==> src/hdl/bdac_pkg.sv <==
// Purpose: shared constants for the burst dma address controller
// Assumes: byte-wide processor register port, one index bit
// Notes:   state codes follow the four-bit output encoding
package bdac_pkg;

  localparam int unsigned ADDR_W       = 12;
  localparam int unsigned DATA_W       = 8;

  // register index bit values
  localparam logic        IDX_LOW      = 1'h1;
  localparam logic        IDX_HIGH     = 1'h0;

  // field positions in start_addr_high_ctrl
  localparam int unsigned F_HI_ADDR_LSB = 0;
  localparam int unsigned F_RUN         = 4;
  localparam int unsigned F_START_LOAD  = 5;
  localparam int unsigned F_COUNT_DIR   = 6;
  localparam int unsigned F_STATE_RST   = 7;

  // field positions in current_addr_high_status
  localparam int unsigned F_FAULT       = 4;

  // reset values
  localparam logic [7:0]  START_LOW_RST  = 8'h00;
  localparam logic [7:0]  START_HIGH_RST = 8'h00;
  localparam logic [11:0] END_ADDR_RST   = 12'hfff;

  // count direction: high steps up
  localparam logic        DIR_UP        = 1'h1;

  typedef enum logic [3:0] {
    ST_IDLE    = 4'h0,
    ST_PRELOAD = 4'h1,
    ST_BUSREQ  = 4'h8,
    ST_MOVING  = 4'hc,
    ST_FAULT   = 4'h2
  } bdac_state_e;

endpackage

==> src/hdl/bdac_addr_counter.sv <==
// Purpose: loadable up/down address counter with end comparator
// Assumes: same clock and reset as the controller
// Notes:   terminal count is registered
`timescale 1ns/1ps
`default_nettype none
module bdac_addr_counter (
  input  wire logic        clk,
  input  wire logic        nrst,
  input  wire logic        counterLoad,
  input  wire logic        transferAck,
  input  wire logic        countDirection,
  input  wire logic [11:0] startAddr,
  input  wire logic [11:0] endAddr,
  output logic [11:0]      addrCount,
  output logic             terminalCount
);

  logic [11:0] addr_next;

  always_comb begin
    addr_next = addrCount;
    if (counterLoad) begin
      addr_next = startAddr;
    end else if (transferAck) begin
      if (countDirection == bdac_pkg::DIR_UP) begin
        addr_next = addrCount + 12'h001;
      end else begin
        addr_next = addrCount - 12'h001;
      end
    end
  end

  always_ff @(posedge clk or negedge nrst) begin
    if (!nrst) begin
      addrCount <= 12'h000;
    end else begin
      addrCount <= addr_next;
    end
  end

  // terminal count when the address being issued is the last one
  always_ff @(posedge clk or negedge nrst) begin
    if (!nrst) begin
      terminalCount <= 1'b0;
    end else begin
      terminalCount <= !counterLoad && transferAck && (addr_next == endAddr)
                       && !terminalCount;
    end
  end

  a_count_hold : assert property (@(posedge clk) disable iff (!nrst)
    (!counterLoad && !transferAck) |=> $stable(addrCount))
    else $error("address counter moved without acknowledge");

endmodule
`default_nettype wire

==> src/hdl/bdac_top.sv <==
// Purpose: burst dma address controller, register port plus control machine
// Assumes: strobes and peripheral inputs are asynchronous to clk
// Notes:   ending address has no printed register and is a port
//
// Operation
// - control write on write strobe rise with select, write, no read strobe
// - status read while read strobe, select low, read high, no write strobe
// - first control register holds start address low byte
// - second holds address bits 11..8, run, start load, direction, state reset
// - counter steps in direction given by count direction bit
// - first status register returns current address low byte
// - second status returns address high nibble and fault flag
// - data bus driven only while read strobe is active
// - four state bits: request, acknowledge, fault, counter load
// - machine idles at reset and on register state reset
// - idle to preload when run and start load both set
// - preload back to idle without run; to request on request, no start load
// - counter load high loads the 12-bit start address each edge
// - bus request state: fault on request drop, moving on grant
// - moving: terminal count to idle first, else fault on request drop
// - fault holds until state reset, then idle
// - counter advances only with acknowledge and no load
// - comparator raises terminal count at the ending address
// - low 12 address bits from loadable counter, driven through buffer
// - data strobe toggles each clock in transfer (one period per two clocks), released otherwise
// - memory read direction copies peripheral direction input
// - on completion release request, address, strobe and direction together
`timescale 1ns/1ps
`default_nettype none
module bdac_top (
  input  wire logic        clk,
  input  wire logic        nrst,
  input  wire logic        chipSelect_n,
  input  wire logic        readWrite,
  input  wire logic        regIndexBit,
  input  wire logic        writeStrobe,
  input  wire logic        readStrobe,
  input  wire logic [7:0]  dataIn,
  output logic [7:0]       dataOut,
  output logic             dataOe,
  input  wire logic [11:0] endAddr,
  input  wire logic        periphTransferRequest,
  input  wire logic        periphDirectionRead,
  input  wire logic        busGrant,
  output logic             busRequest,
  output logic             transferAcknowledge,
  output logic             faultFlag,
  output logic             counterLoad,
  output logic [11:0]      addrOut,
  output logic             addrOe,
  output logic             dataStrobe,
  output logic             dataStrobeOe,
  output logic             memoryReadDir,
  output logic             memoryReadDirOe,
  output logic             terminalCount
);

  // ---------------------------------------------------------------
  // input synchronisers
  // ---------------------------------------------------------------
  localparam int unsigned NSYNC = 17;
  logic [NSYNC-1:0] syncA;
  logic [NSYNC-1:0] syncB;
  logic [NSYNC-1:0] rawIn;

  assign rawIn = {chipSelect_n, readWrite, regIndexBit, writeStrobe, readStrobe,
                  periphTransferRequest, periphDirectionRead, busGrant, 1'b0, dataIn};

  always_ff @(posedge clk or negedge nrst) begin
    if (!nrst) begin
      syncA <= '0;
      syncB <= '0;
    end else begin
      syncA <= rawIn;
      syncB <= syncA;
    end
  end

  logic       csN;
  logic       rdWr;
  logic       idxBit;
  logic       wrStb;
  logic       rdStb;
  logic       dmaReq;
  logic       dirRead;
  logic       grant;
  logic [7:0] dataSync;

  assign csN      = syncB[16];
  assign rdWr     = syncB[15];
  assign idxBit   = syncB[14];
  assign wrStb    = syncB[13];
  assign rdStb    = syncB[12];
  assign dmaReq   = syncB[11];
  assign dirRead  = syncB[10];
  assign grant    = syncB[9];
  assign dataSync = syncB[7:0];

  logic wrStbDly;
  always_ff @(posedge clk or negedge nrst) begin
    if (!nrst) begin
      wrStbDly <= 1'b0;
    end else begin
      wrStbDly <= wrStb;
    end
  end

  // ---------------------------------------------------------------
  // register port decode
  // ---------------------------------------------------------------
  function automatic logic hit(input logic cs_n, input logic rw, input logic ws,
                               input logic rs, input logic want_read);
    hit = !cs_n && (want_read ? (rw && !ws && rs) : (!rw && !rs));
  endfunction

  logic writeHit;
  logic readHit;
  assign writeHit = wrStb && !wrStbDly && hit(csN, rdWr, wrStb, rdStb, 1'b0);
  assign readHit  = hit(csN, rdWr, wrStb, rdStb, 1'b1);

  // ---------------------------------------------------------------
  // control registers
  // ---------------------------------------------------------------
  logic [7:0] startLow_reg;
  logic [7:0] startHigh_reg;

  always_ff @(posedge clk or negedge nrst) begin
    if (!nrst) begin
      startLow_reg  <= bdac_pkg::START_LOW_RST;
      startHigh_reg <= bdac_pkg::START_HIGH_RST;
    end else if (writeHit) begin
      if (idxBit == bdac_pkg::IDX_LOW) begin
        startLow_reg <= dataSync;
      end else begin
        startHigh_reg <= dataSync;
      end
    end
  end

  logic        runEnable;
  logic        startLoadRequest;
  logic        countDirection;
  logic        stateReset;
  logic [11:0] startAddr;

  assign runEnable        = startHigh_reg[bdac_pkg::F_RUN];
  assign startLoadRequest = startHigh_reg[bdac_pkg::F_START_LOAD];
  assign countDirection   = startHigh_reg[bdac_pkg::F_COUNT_DIR];
  assign stateReset       = startHigh_reg[bdac_pkg::F_STATE_RST];
  assign startAddr        = {startHigh_reg[bdac_pkg::F_HI_ADDR_LSB +: 4], startLow_reg};

  // ---------------------------------------------------------------
  // control machine
  // ---------------------------------------------------------------
  bdac_pkg::bdac_state_e state_reg;
  bdac_pkg::bdac_state_e state_next;
  logic                  tcInt;

  always_comb begin
    state_next = state_reg;
    if (stateReset) begin
      state_next = bdac_pkg::ST_IDLE;
    end else begin
      unique case (state_reg)
        bdac_pkg::ST_IDLE: begin
          if (runEnable && startLoadRequest) begin
            state_next = bdac_pkg::ST_PRELOAD;
          end
        end
        bdac_pkg::ST_PRELOAD: begin
          if (!runEnable) begin
            state_next = bdac_pkg::ST_IDLE;
          end else if (dmaReq && !startLoadRequest) begin
            state_next = bdac_pkg::ST_BUSREQ;
          end
        end
        bdac_pkg::ST_BUSREQ: begin
          if (!dmaReq) begin
            state_next = bdac_pkg::ST_FAULT;
          end else if (grant) begin
            state_next = bdac_pkg::ST_MOVING;
          end
        end
        bdac_pkg::ST_MOVING: begin
          if (tcInt) begin
            state_next = bdac_pkg::ST_IDLE;
          end else if (!dmaReq) begin
            state_next = bdac_pkg::ST_FAULT;
          end
        end
        bdac_pkg::ST_FAULT: begin
          state_next = bdac_pkg::ST_FAULT;
        end
        default: begin
          state_next = bdac_pkg::ST_IDLE;
        end
      endcase
    end
  end

  always_ff @(posedge clk or negedge nrst) begin
    if (!nrst) begin
      state_reg <= bdac_pkg::ST_IDLE;
    end else begin
      state_reg <= state_next;
    end
  end

  logic [3:0] stateBits;
  assign stateBits = state_reg;

  // state bits are the outputs themselves
  assign busRequest          = stateBits[3];
  assign transferAcknowledge = stateBits[2];
  assign faultFlag           = stateBits[1];
  assign counterLoad         = stateBits[0];

  // ---------------------------------------------------------------
  // address generator
  // ---------------------------------------------------------------
  logic [11:0] addrCount;

  bdac_addr_counter u_counter (
    .clk            (clk),
    .nrst           (nrst),
    .counterLoad    (counterLoad),
    .transferAck    (transferAcknowledge),
    .countDirection (countDirection),
    .startAddr      (startAddr),
    .endAddr        (endAddr),
    .addrCount      (addrCount),
    .terminalCount  (tcInt)
  );

  assign terminalCount = tcInt;

  // counter flip-flops drive the address bus directly, no extra lag
  assign addrOut = addrCount;

  // ---------------------------------------------------------------
  // bus outputs
  // ---------------------------------------------------------------
  logic driveBus;
  assign driveBus = (state_next == bdac_pkg::ST_MOVING);

  always_ff @(posedge clk or negedge nrst) begin
    if (!nrst) begin
      addrOe          <= 1'b0;
      memoryReadDir   <= 1'b0;
      memoryReadDirOe <= 1'b0;
      dataStrobeOe    <= 1'b0;
    end else begin
      addrOe          <= driveBus;
      memoryReadDir   <= dirRead;
      memoryReadDirOe <= driveBus;
      dataStrobeOe    <= driveBus;
    end
  end

  // strobe toggles each edge: one period per two clocks
  always_ff @(posedge clk or negedge nrst) begin
    if (!nrst) begin
      dataStrobe <= 1'b0;
    end else if (driveBus) begin
      dataStrobe <= !dataStrobe;
    end else begin
      dataStrobe <= 1'b0;
    end
  end

  // ---------------------------------------------------------------
  // status read path
  // ---------------------------------------------------------------
  always_ff @(posedge clk or negedge nrst) begin
    if (!nrst) begin
      dataOut <= 8'h00;
      dataOe  <= 1'b0;
    end else begin
      dataOe <= readHit;
      if (idxBit == bdac_pkg::IDX_LOW) begin
        dataOut <= addrCount[7:0];
      end else begin
        dataOut <= {3'h0, faultFlag, addrCount[11:8]};
      end
    end
  end

  // ---------------------------------------------------------------
  // checks
  // ---------------------------------------------------------------
  a_idle_to_preload : assert property (@(posedge clk) disable iff (!nrst)
    (state_reg == bdac_pkg::ST_IDLE && runEnable && startLoadRequest && !stateReset)
    |=> state_reg == bdac_pkg::ST_PRELOAD)
    else $error("idle did not move to preload");

  a_preload_exit : assert property (@(posedge clk) disable iff (!nrst)
    (state_reg == bdac_pkg::ST_PRELOAD && !runEnable && !stateReset)
    |=> state_reg == bdac_pkg::ST_IDLE)
    else $error("preload did not return to idle");

  a_busreq_fault : assert property (@(posedge clk) disable iff (!nrst)
    (busRequest && !transferAcknowledge && !dmaReq && !stateReset)
    |=> state_reg == bdac_pkg::ST_FAULT)
    else $error("request drop missed during bus request");

  a_tc_priority : assert property (@(posedge clk) disable iff (!nrst)
    (state_reg == bdac_pkg::ST_MOVING && tcInt && !stateReset)
    |=> state_reg == bdac_pkg::ST_IDLE)
    else $error("terminal count did not end transfer");

  a_fault_hold : assert property (@(posedge clk) disable iff (!nrst)
    (state_reg == bdac_pkg::ST_FAULT && !stateReset) |=> faultFlag)
    else $error("fault flag dropped without state reset");

  a_state_reset : assert property (@(posedge clk) disable iff (!nrst)
    stateReset |=> state_reg == bdac_pkg::ST_IDLE)
    else $error("state reset did not force idle");

  a_load_start : assert property (@(posedge clk) disable iff (!nrst)
    counterLoad |=> addrCount == $past(startAddr))
    else $error("start address not loaded");

  a_read_drive : assert property (@(posedge clk) disable iff (!nrst)
    dataOe |-> $past(rdStb))
    else $error("data bus driven without read strobe");

  a_release_all : assert property (@(posedge clk) disable iff (!nrst)
    (addrOe == transferAcknowledge) && (dataStrobeOe == addrOe) && (memoryReadDirOe == addrOe))
    else $error("bus outputs not released together");

endmodule
`default_nettype wire

==> config.mk <==
export PLATFORM = sky130hd
export DESIGN_NAME = bdac_top
export DESIGN_NICKNAME = d
export VERILOG_FILES = /design/src/hdl/bdac_pkg.sv /design/src/hdl/bdac_addr_counter.sv /design/src/hdl/bdac_top.sv
export SDC_FILE = /design/constraint.sdc
export NUM_CORES = 1
export LEC_CHECK = 0
export ABC_AREA = 1
export BUFFER_PORTS_ARGS = -buffer_cell sky130_fd_sc_hd__buf_2
export CAP_MARGIN = 40
export CORE_ASPECT_RATIO = 1.75
export CORE_UTILIZATION = 63
export CTS_BUF_LIST = sky130_fd_sc_hd__clkbuf_8
export DETAILED_ROUTE_END_ITERATION = 10
export PLACE_DENSITY_LB_ADDON = 0.08
export SLEW_MARGIN = 20
export SYNTH_ARGS = -nofsm -noshare
export SYNTH_HDL_FRONTEND = slang
export SYNTH_HIERARCHICAL = 1
export SYNTH_SLANG_ARGS = --single-unit
==> constraint.sdc <==
create_clock -name clk -period 3.4 [get_ports clk]
set_clock_uncertainty 0.1 [all_clocks]
set_input_delay 0.34 -clock clk [delete_from_list [all_inputs] [get_ports clk]]
set_output_delay 0.34 -clock clk [all_outputs]
set_load 0.02 [all_outputs]
==> run summary, run 1 <==
fmax -> 0.388 GHz
core region area -> 5880 um2
Worst Hold Launch -> endAddr[9]
DR vias -> 3233
Avg Vias per Cell -> 5.23
share of cells above drive strength 1 -> 23.1%
unique cell type count in the Yosys netlist -> 31
Routed Antenna Nets -> 0
crit-path max FO -> 10
routability-driven placement congestion ratio -> 0.921
die height -> 105 um
global route overflow -> 0
Final WS setup -> 0.820 ns
DRC -> 0
P_leak -> 2.53 nW
TritonCTS clock tree -> yes
synth warn -> 6
initial core utilization -> 65.5%
DR pass1 iterations -> 4
Total Wirelength -> 9.16 mm
clock buffer depth -> 2
top flop regs -> syncA (16), syncB (16), u_counter/addrCount (12)
DPL Wire Length -> 6.46 mm
syn nets -> 498
top routing layer in use -> met4
Avg Cell Area, Syn -> 8.42 um2
DR WL met2 -> 5.07 mm
WS Path Type -> flop to flop
crit share post-route -> 75.9%
# setup viols final -> 0
Max-Cap Viols -> 0
first-pass GRT wire length -> 14.4 mm
clk slew on worst S/H paths -> 0.07 ns
initial antenna violation count -> 0
worst hold-check path type -> input pin to flop
PortBufs -> 60
synthesized netlist cell count -> 457
fin. max-slew vios -> 0
synthesized cell area -> 3850 um2
fin cells -> 618
post-placement worst setup slack -> 0.892 ns
Final min period -> 2.58 ns
IO Pins -> 61
DR iter-0 viols -> 216
Cell Pwr Density -> 750 nW/um2
CTS Sinks -> 78
Total Routing Usage GR -> 31.9%
Clock Latency Late Sink -> 0.35 ns
WHS -> 0.194 ns
sequential share of the synthesized area -> 50.7%
IR drop worst, VDD -> 0.000471 V
Post-CTS Setup Inserts -> 0
vias in the first global route -> 3143
flops & latches, synth -> 78
total power -> 0.00340 W
largest net degree at the start of global routing -> 41
htree depth -> 3
FP Rows -> 37
RR Startpoint -> startHigh_reg[6]
RSZ-0062 raised after global routing -> no
slew at the pin closest to its max-slew limit -> 0.618 ns
per-cell routed wire length -> 14.8 um
critical path capture point type -> flop
Setup crit start -> startHigh_reg[6]
arrival time at the worst endpoint -> 2.72 ns
Die ar. -> 6440 um2
CP Data Required Time -> 3.54 ns
crit path launch type -> flop
Fin Setup TNS -> 0 ns
Die X -> 61.1 um
endpoints failing hold -> 0
DRT met1 WL -> 3.16 mm
diodes inserted -> 0
Root Driver -> clkbuf_8
Area growth syn-to-layout -> 17.9%
layout net count -> 578
Slew Limit Headroom -> 58.8%
met3 routed WL -> 292 um
placed insts -> 587
outcome -> finished clean
total CTS buffers -> 9
-- synth_stat cells --
| cell | number | area share [%] |
|---|---|---|
| a21oi_1 | 15 | 2.0 |
| a21oi_2 | 1 | 0.23 |
| a31oi_1 | 1 | 0.16 |
| buf_2 | 5 | 0.65 |
| buf_4 | 3 | 0.59 |
| buf_6 | 2 | 0.59 |
| clkinv_1 | 1 | 0.097 |
| dfrtp_1 | 78 | 51 |
| fa_1 | 1 | 0.52 |
| ha_1 | 10 | 3.3 |
| inv_1 | 67 | 6.5 |
| inv_2 | 4 | 0.39 |
| nand2_1 | 143 | 14 |
| nand2_2 | 11 | 1.8 |
| nand3_1 | 32 | 4.2 |
| nand3_2 | 6 | 1.6 |
| nand3b_1 | 8 | 1.6 |
| nand3b_2 | 2 | 0.59 |
| nand4_1 | 5 | 0.81 |
| nor2_1 | 22 | 2.1 |
| nor2_2 | 2 | 0.33 |
| nor3_1 | 2 | 0.26 |
| nor3b_4 | 1 | 0.49 |
| o211ai_1 | 1 | 0.20 |
| o21ai_0 | 3 | 0.39 |
| o21ai_1 | 1 | 0.13 |
| o21ai_2 | 16 | 3.6 |
| or2_0 | 1 | 0.16 |
| or2_1 | 6 | 0.98 |
| or2_2 | 6 | 0.98 |
| xor2_1 | 1 | 0.23 |
-- report_power, final --
part / total [W] / switching [W] / internal [W]
Sequential: 0.00125 / 0.000164 / 0.00108
Combinational: 0.00155 / 0.000996 / 0.000558
Clock: 0.000600 / 0.000326 / 0.000274
-- path summary, 6_finish.rpt --
kind                       depth (start not counted)  slack, ns                      end
setup reg to reg                                  12       0.82  u_counter/terminalCount
hold / removal                                     4       0.19  u_counter/terminalCount
max in group asynchronous                          3       2.19                 syncB[6]
hold reg to reg                                    0       0.25                syncB[11]
setup / recovery                                  12       0.82  u_counter/terminalCount
min in group asynchronous                          2       0.43               dataOut[1]
-- what timing repair did --
item	4_1_cts	5_1_grt
endpoints found under the hold margin	54	1
resized for setup	0	0
hold buffers	16	1
-- through the flow --
| step | util [%] | cell area, um2 |
|---|---|---|
| after floorplan | - | 3850 |
| final | 77.2 | 4540 |
| after CTS | 77.0 | 4530 |
| after detailed placement | 71.5 | 4210 |
| after global placement | 71.2 | 4190 |
| after global routing | 77.2 | 4540 |
-- critical path, stage by stage (launching register included) --
cell and delay [ns]:
dfrtp_1 0.46, inv_1 0.23, ha_1 0.46, nand2_2 0.11, nor2_2 0.23, nand3_1 0.13, nand4_1 0.12, nand3_1 0.09
nand2_1 0.08, nand2_1 0.08, or2_0 0.21, nand3_1 0.11, nor2_1 0.05
-- kinds of logic after synthesis --
group / after synthesis / share of synthesized area (%)
buf+inv: 82 / 8.84
flops: 78 / 50.7
xor+xnor: 1 / 0.228
fa+ha+maj: 11 / 3.77
simple gates: 247 / 29.7
compound gates: 38 / 6.70
-- cells in the final DEF (no fill, tap or decap), drive strengths merged --
cell type,netlist,final
nand3,38,38
fa,1,1
nand3b,10,10
clkinv,1,3
dfrtp,78,78
o211ai,1,1
nor3b,1,1
nand2,154,154
xor2,1,1
nand4,5,5
a21oi,16,16
dlygate4sd3,0,17
ha,10,10
buf,10,62
inv,71,71
a31oi,1,1
nor3,2,2
clkinvlp,0,2
o21ai,20,20
clkbuf,0,10
or2,13,13
nor2,24,24
-- metal layers --
layer	track usage (%)	up-vias
met1	32.5	1521
met5	0	-
met3	7.24	44
met4	20.6	0
met2	54.8	96
li1	-	1572
-- cell type report --
class / instances / area (um2)
clock buffers: 10 / 138
inverters: 72 / 270
well taps: 78 / 97.6
clock inverters: 4 / 25.0
repair buffers: 79 / 500
flip-flops and latches: 78 / 1950
fillers: 460 / 1340
multi-input cells: 297 / 1560
(Power assumes the default switching activity.)
==> run 2, diff against run 1 <==
CORE_UTILIZATION = 53   (was 63)
clock period = 2.3 ns   (was 3.4 ns; I/O delays follow)
==> run summary, run 2 (synthesized netlist as in run 1, its figures left out) <==
Cell Pwr Density -> 1160 nW/um2 (+55%)
global route overflow -> 0 (unchanged)
layout net count -> 592 (+2.4%)
Avg Vias per Cell -> 5.05 (-3.4%)
Max-Cap Viols -> 0 (unchanged)
area taken by multi-input logic gates -> 1760 um2 (+13%)
worst hold-check path type -> input pin to flop
Fin Setup TNS -> 0 ns (unchanged)
share of cells above drive strength 1 -> 31.5% (+8.3 points)
CP peak stage delay -> 0.41 ns (-0.05 ns)
WS Path Type -> flop to flop
Die X -> 66.4 um (+8.7%)
initial antenna violation count -> 0 (unchanged)
CTS Sinks -> 78 (unchanged)
Root Driver -> clkbuf_8
clk slew on worst S/H paths -> 0.08 ns (about the same)
initial core utilization -> 55.3% (-10 points)
slew at the pin closest to its max-slew limit -> 0.576 ns (-0.0414 ns)
CP bufs+invs -> 2 (+1)
die height -> 115 um (+8.9%)
first-pass GRT wire length -> 13.8 mm (-3.6%)
DRC -> 0 (unchanged)
core region area -> 6960 um2 (+18%)
critical path capture point type -> flop
crit path launch type -> flop
P_leak -> 2.65 nW (+4.6%)
Final min period -> 2.25 ns (-0.327 ns)
Total Routing Usage GR -> 25.1% (-6.8 points)
placed insts -> 605 (+3.1%)
Slew Limit Headroom -> 61.6% (+2.8 points)
CP Data Required Time -> 2.49 ns (-1.05 ns)
crit-path max FO -> 6 (-4)
DR vias -> 3235 (+0.062%)
commonest non-fill, non-tap cell in the layout -> nand2_1
CP top delay family -> simple AND/OR/NAND/NOR gates
Area growth syn-to-layout -> 27.4%
fin cells -> 640 (+3.6%)
filler cell count -> 564 (+23%)
total CTS buffers -> 9 (unchanged)
DR iter-0 viols -> 178 (-18%)
crit-path most repeated cell -> nand2_1
Die ar. -> 7620 um2 (+18%)
clock buffer depth -> 2 (unchanged)
Routed Antenna Nets -> 0 (unchanged)
outcome -> finished clean
crit-path cells -> inv_2 > clkbuf_16 > ha_4 > or2_1 > nand3_2 > nand2_2 > nand2_1 > nand2_1 > nand2_1 > nand3_1 > nand2_1 > nand2_1 > nand2_1 > nand4_1 > nor2_1
# setup viols final -> 0 (unchanged)
top flop regs -> syncA (16), syncB (16), u_counter/addrCount (12)
htree depth -> 3 (unchanged)
FP Rows -> 40 (+8.1%)
RSZ-0062 raised after global routing -> yes
IO Pins -> 61 (unchanged)
DPL Wire Length -> 6.62 mm (+2.4%)
routability-driven placement congestion ratio -> 0.828 (-10%)
IR drop worst, VDD -> 0.000642 V (+36%)
TritonCTS clock tree -> yes
most frequent cells in the layout -> nand2_1, dfrtp_1, inv_1
diodes inserted -> 0 (unchanged)
arrival time at the worst endpoint -> 2.44 ns (-0.28 ns)
Register Area -> 1950 um2 (unchanged)
Total Wirelength -> 9.07 mm (-0.95%)
crit share post-route -> 97.9% (+22 points)
DR pass1 iterations -> 5 (+1)
largest net degree at the start of global routing -> 50 (+22%)
per-cell routed wire length -> 14.2 um (-4.4%)
endpoints failing hold -> 0 (unchanged)
Slowest-stage cell, CP -> dfrtp_1
vias in the first global route -> 3065 (-2.5%)
fmax -> 0.444 GHz (+15%)
PortBufs -> 60 (unchanged)
Clock Latency Late Sink -> 0.35 ns (about the same)
fin. max-slew vios -> 0 (unchanged)
[run 2: cell types whose count changed in the layout (fill, tap and decap cells not counted), sizes merged]
| cell | before | now |
|---|---|---|
| inv | 71 | 73 |
| buf | 62 | 75 |
| clkinvlp | 2 | 1 |
| clkinv | 3 | 4 |
| bufinv | 0 | 1 |
[run 2: worst paths after layout]
kind / start / end / slack [ns] / depth (start not counted)
worst min-delay path: endAddr[9] / u_counter/terminalCount / 0.11 / 4
worst max register to register: startHigh_reg[6] / u_counter/terminalCount / 0.05 / 15
worst max-delay path: startHigh_reg[6] / u_counter/terminalCount / 0.05 / 15
min in group asynchronous: nrst / dataOe / 0.31 / 2
worst min register to register: syncA[6] / syncB[6] / 0.25 / 0
max in group asynchronous: nrst / startLow_reg[0] / 1.13 / 3
[run 2: stage by stage]
step / util, % / setup slack, ns / power (W) / cell area [um2] / hold slack (ns)
global route: 70.5 / -0.0691 / 0.00609 / 4900 / 0.107
detailed placement: 61.9 / -0.00678 / 0.00424 / 4300 / 0.171
floorplan: - / 0.206 / 0.00348 / 3850 / -0.166
global placement: 61.9 / 0.0137 / 0.00422 / 4300 / 0.166
finish: 70.5 / 0.0473 / 0.00570 / 4900 / 0.107
CTS: 67.3 / 0.00662 / 0.00528 / 4680 / 0.0854
[run 2: cell type report]
cell class	instances	share of cell area (%)
sequential	78	39.8
inverter	72	5.51
clock inverter	7	1.38
multi-input combinational	297	35.9
tap	84	2.14
clock buffer	9	2.53
timing repair buffer	93	12.7
[run 2: metal layers]
layer  vias to the layer above  share of wire (%)  track usage, %
met5                         -                  0               0
met4                         0                2.9            11.5
met3                        17                2.9            4.56
met2                        68                 57            47.6
met1                      1540                 37            25.5
li1                       1610                  -               -
[run 2: power by group]
part	switching, W	leakage [nW]	internal, W	total, W
clock network	0.000486	0.102	0.000495	0.000980
registers	0.000202	0.965	0.00160	0.00181
logic	0.00173	1.58	0.00118	0.00291
total	0.00242	2.65	0.00328	0.00570
[run 2: worst reg2reg max path: stages (launching register included)]
cell and delay, ns:
dfrtp_1 0.41, inv_2 0.13, clkbuf_16 0.18, ha_4 0.22, or2_1 0.24, nand3_2 0.10, nand2_2 0.06, nand2_1 0.09
nand2_1 0.07, nand2_1 0.07, nand3_1 0.08, nand2_1 0.12, nand2_1 0.08, nand2_1 0.07, nand4_1 0.09, nor2_1 0.09
[run 2: timing repair]
| item | in CTS | in global routing |
|---|---|---|
| buffers inserted | 0 | 1 |
| gates resized for setup | 5 | 42 |
| setup endpoints to repair | 1 | 1 |
| pin swaps | 0 | 18 |
| hold endpoints to repair | 63 | 0 |
| cloned | 0 | 1 |
| hold buffers | 17 | 0 |
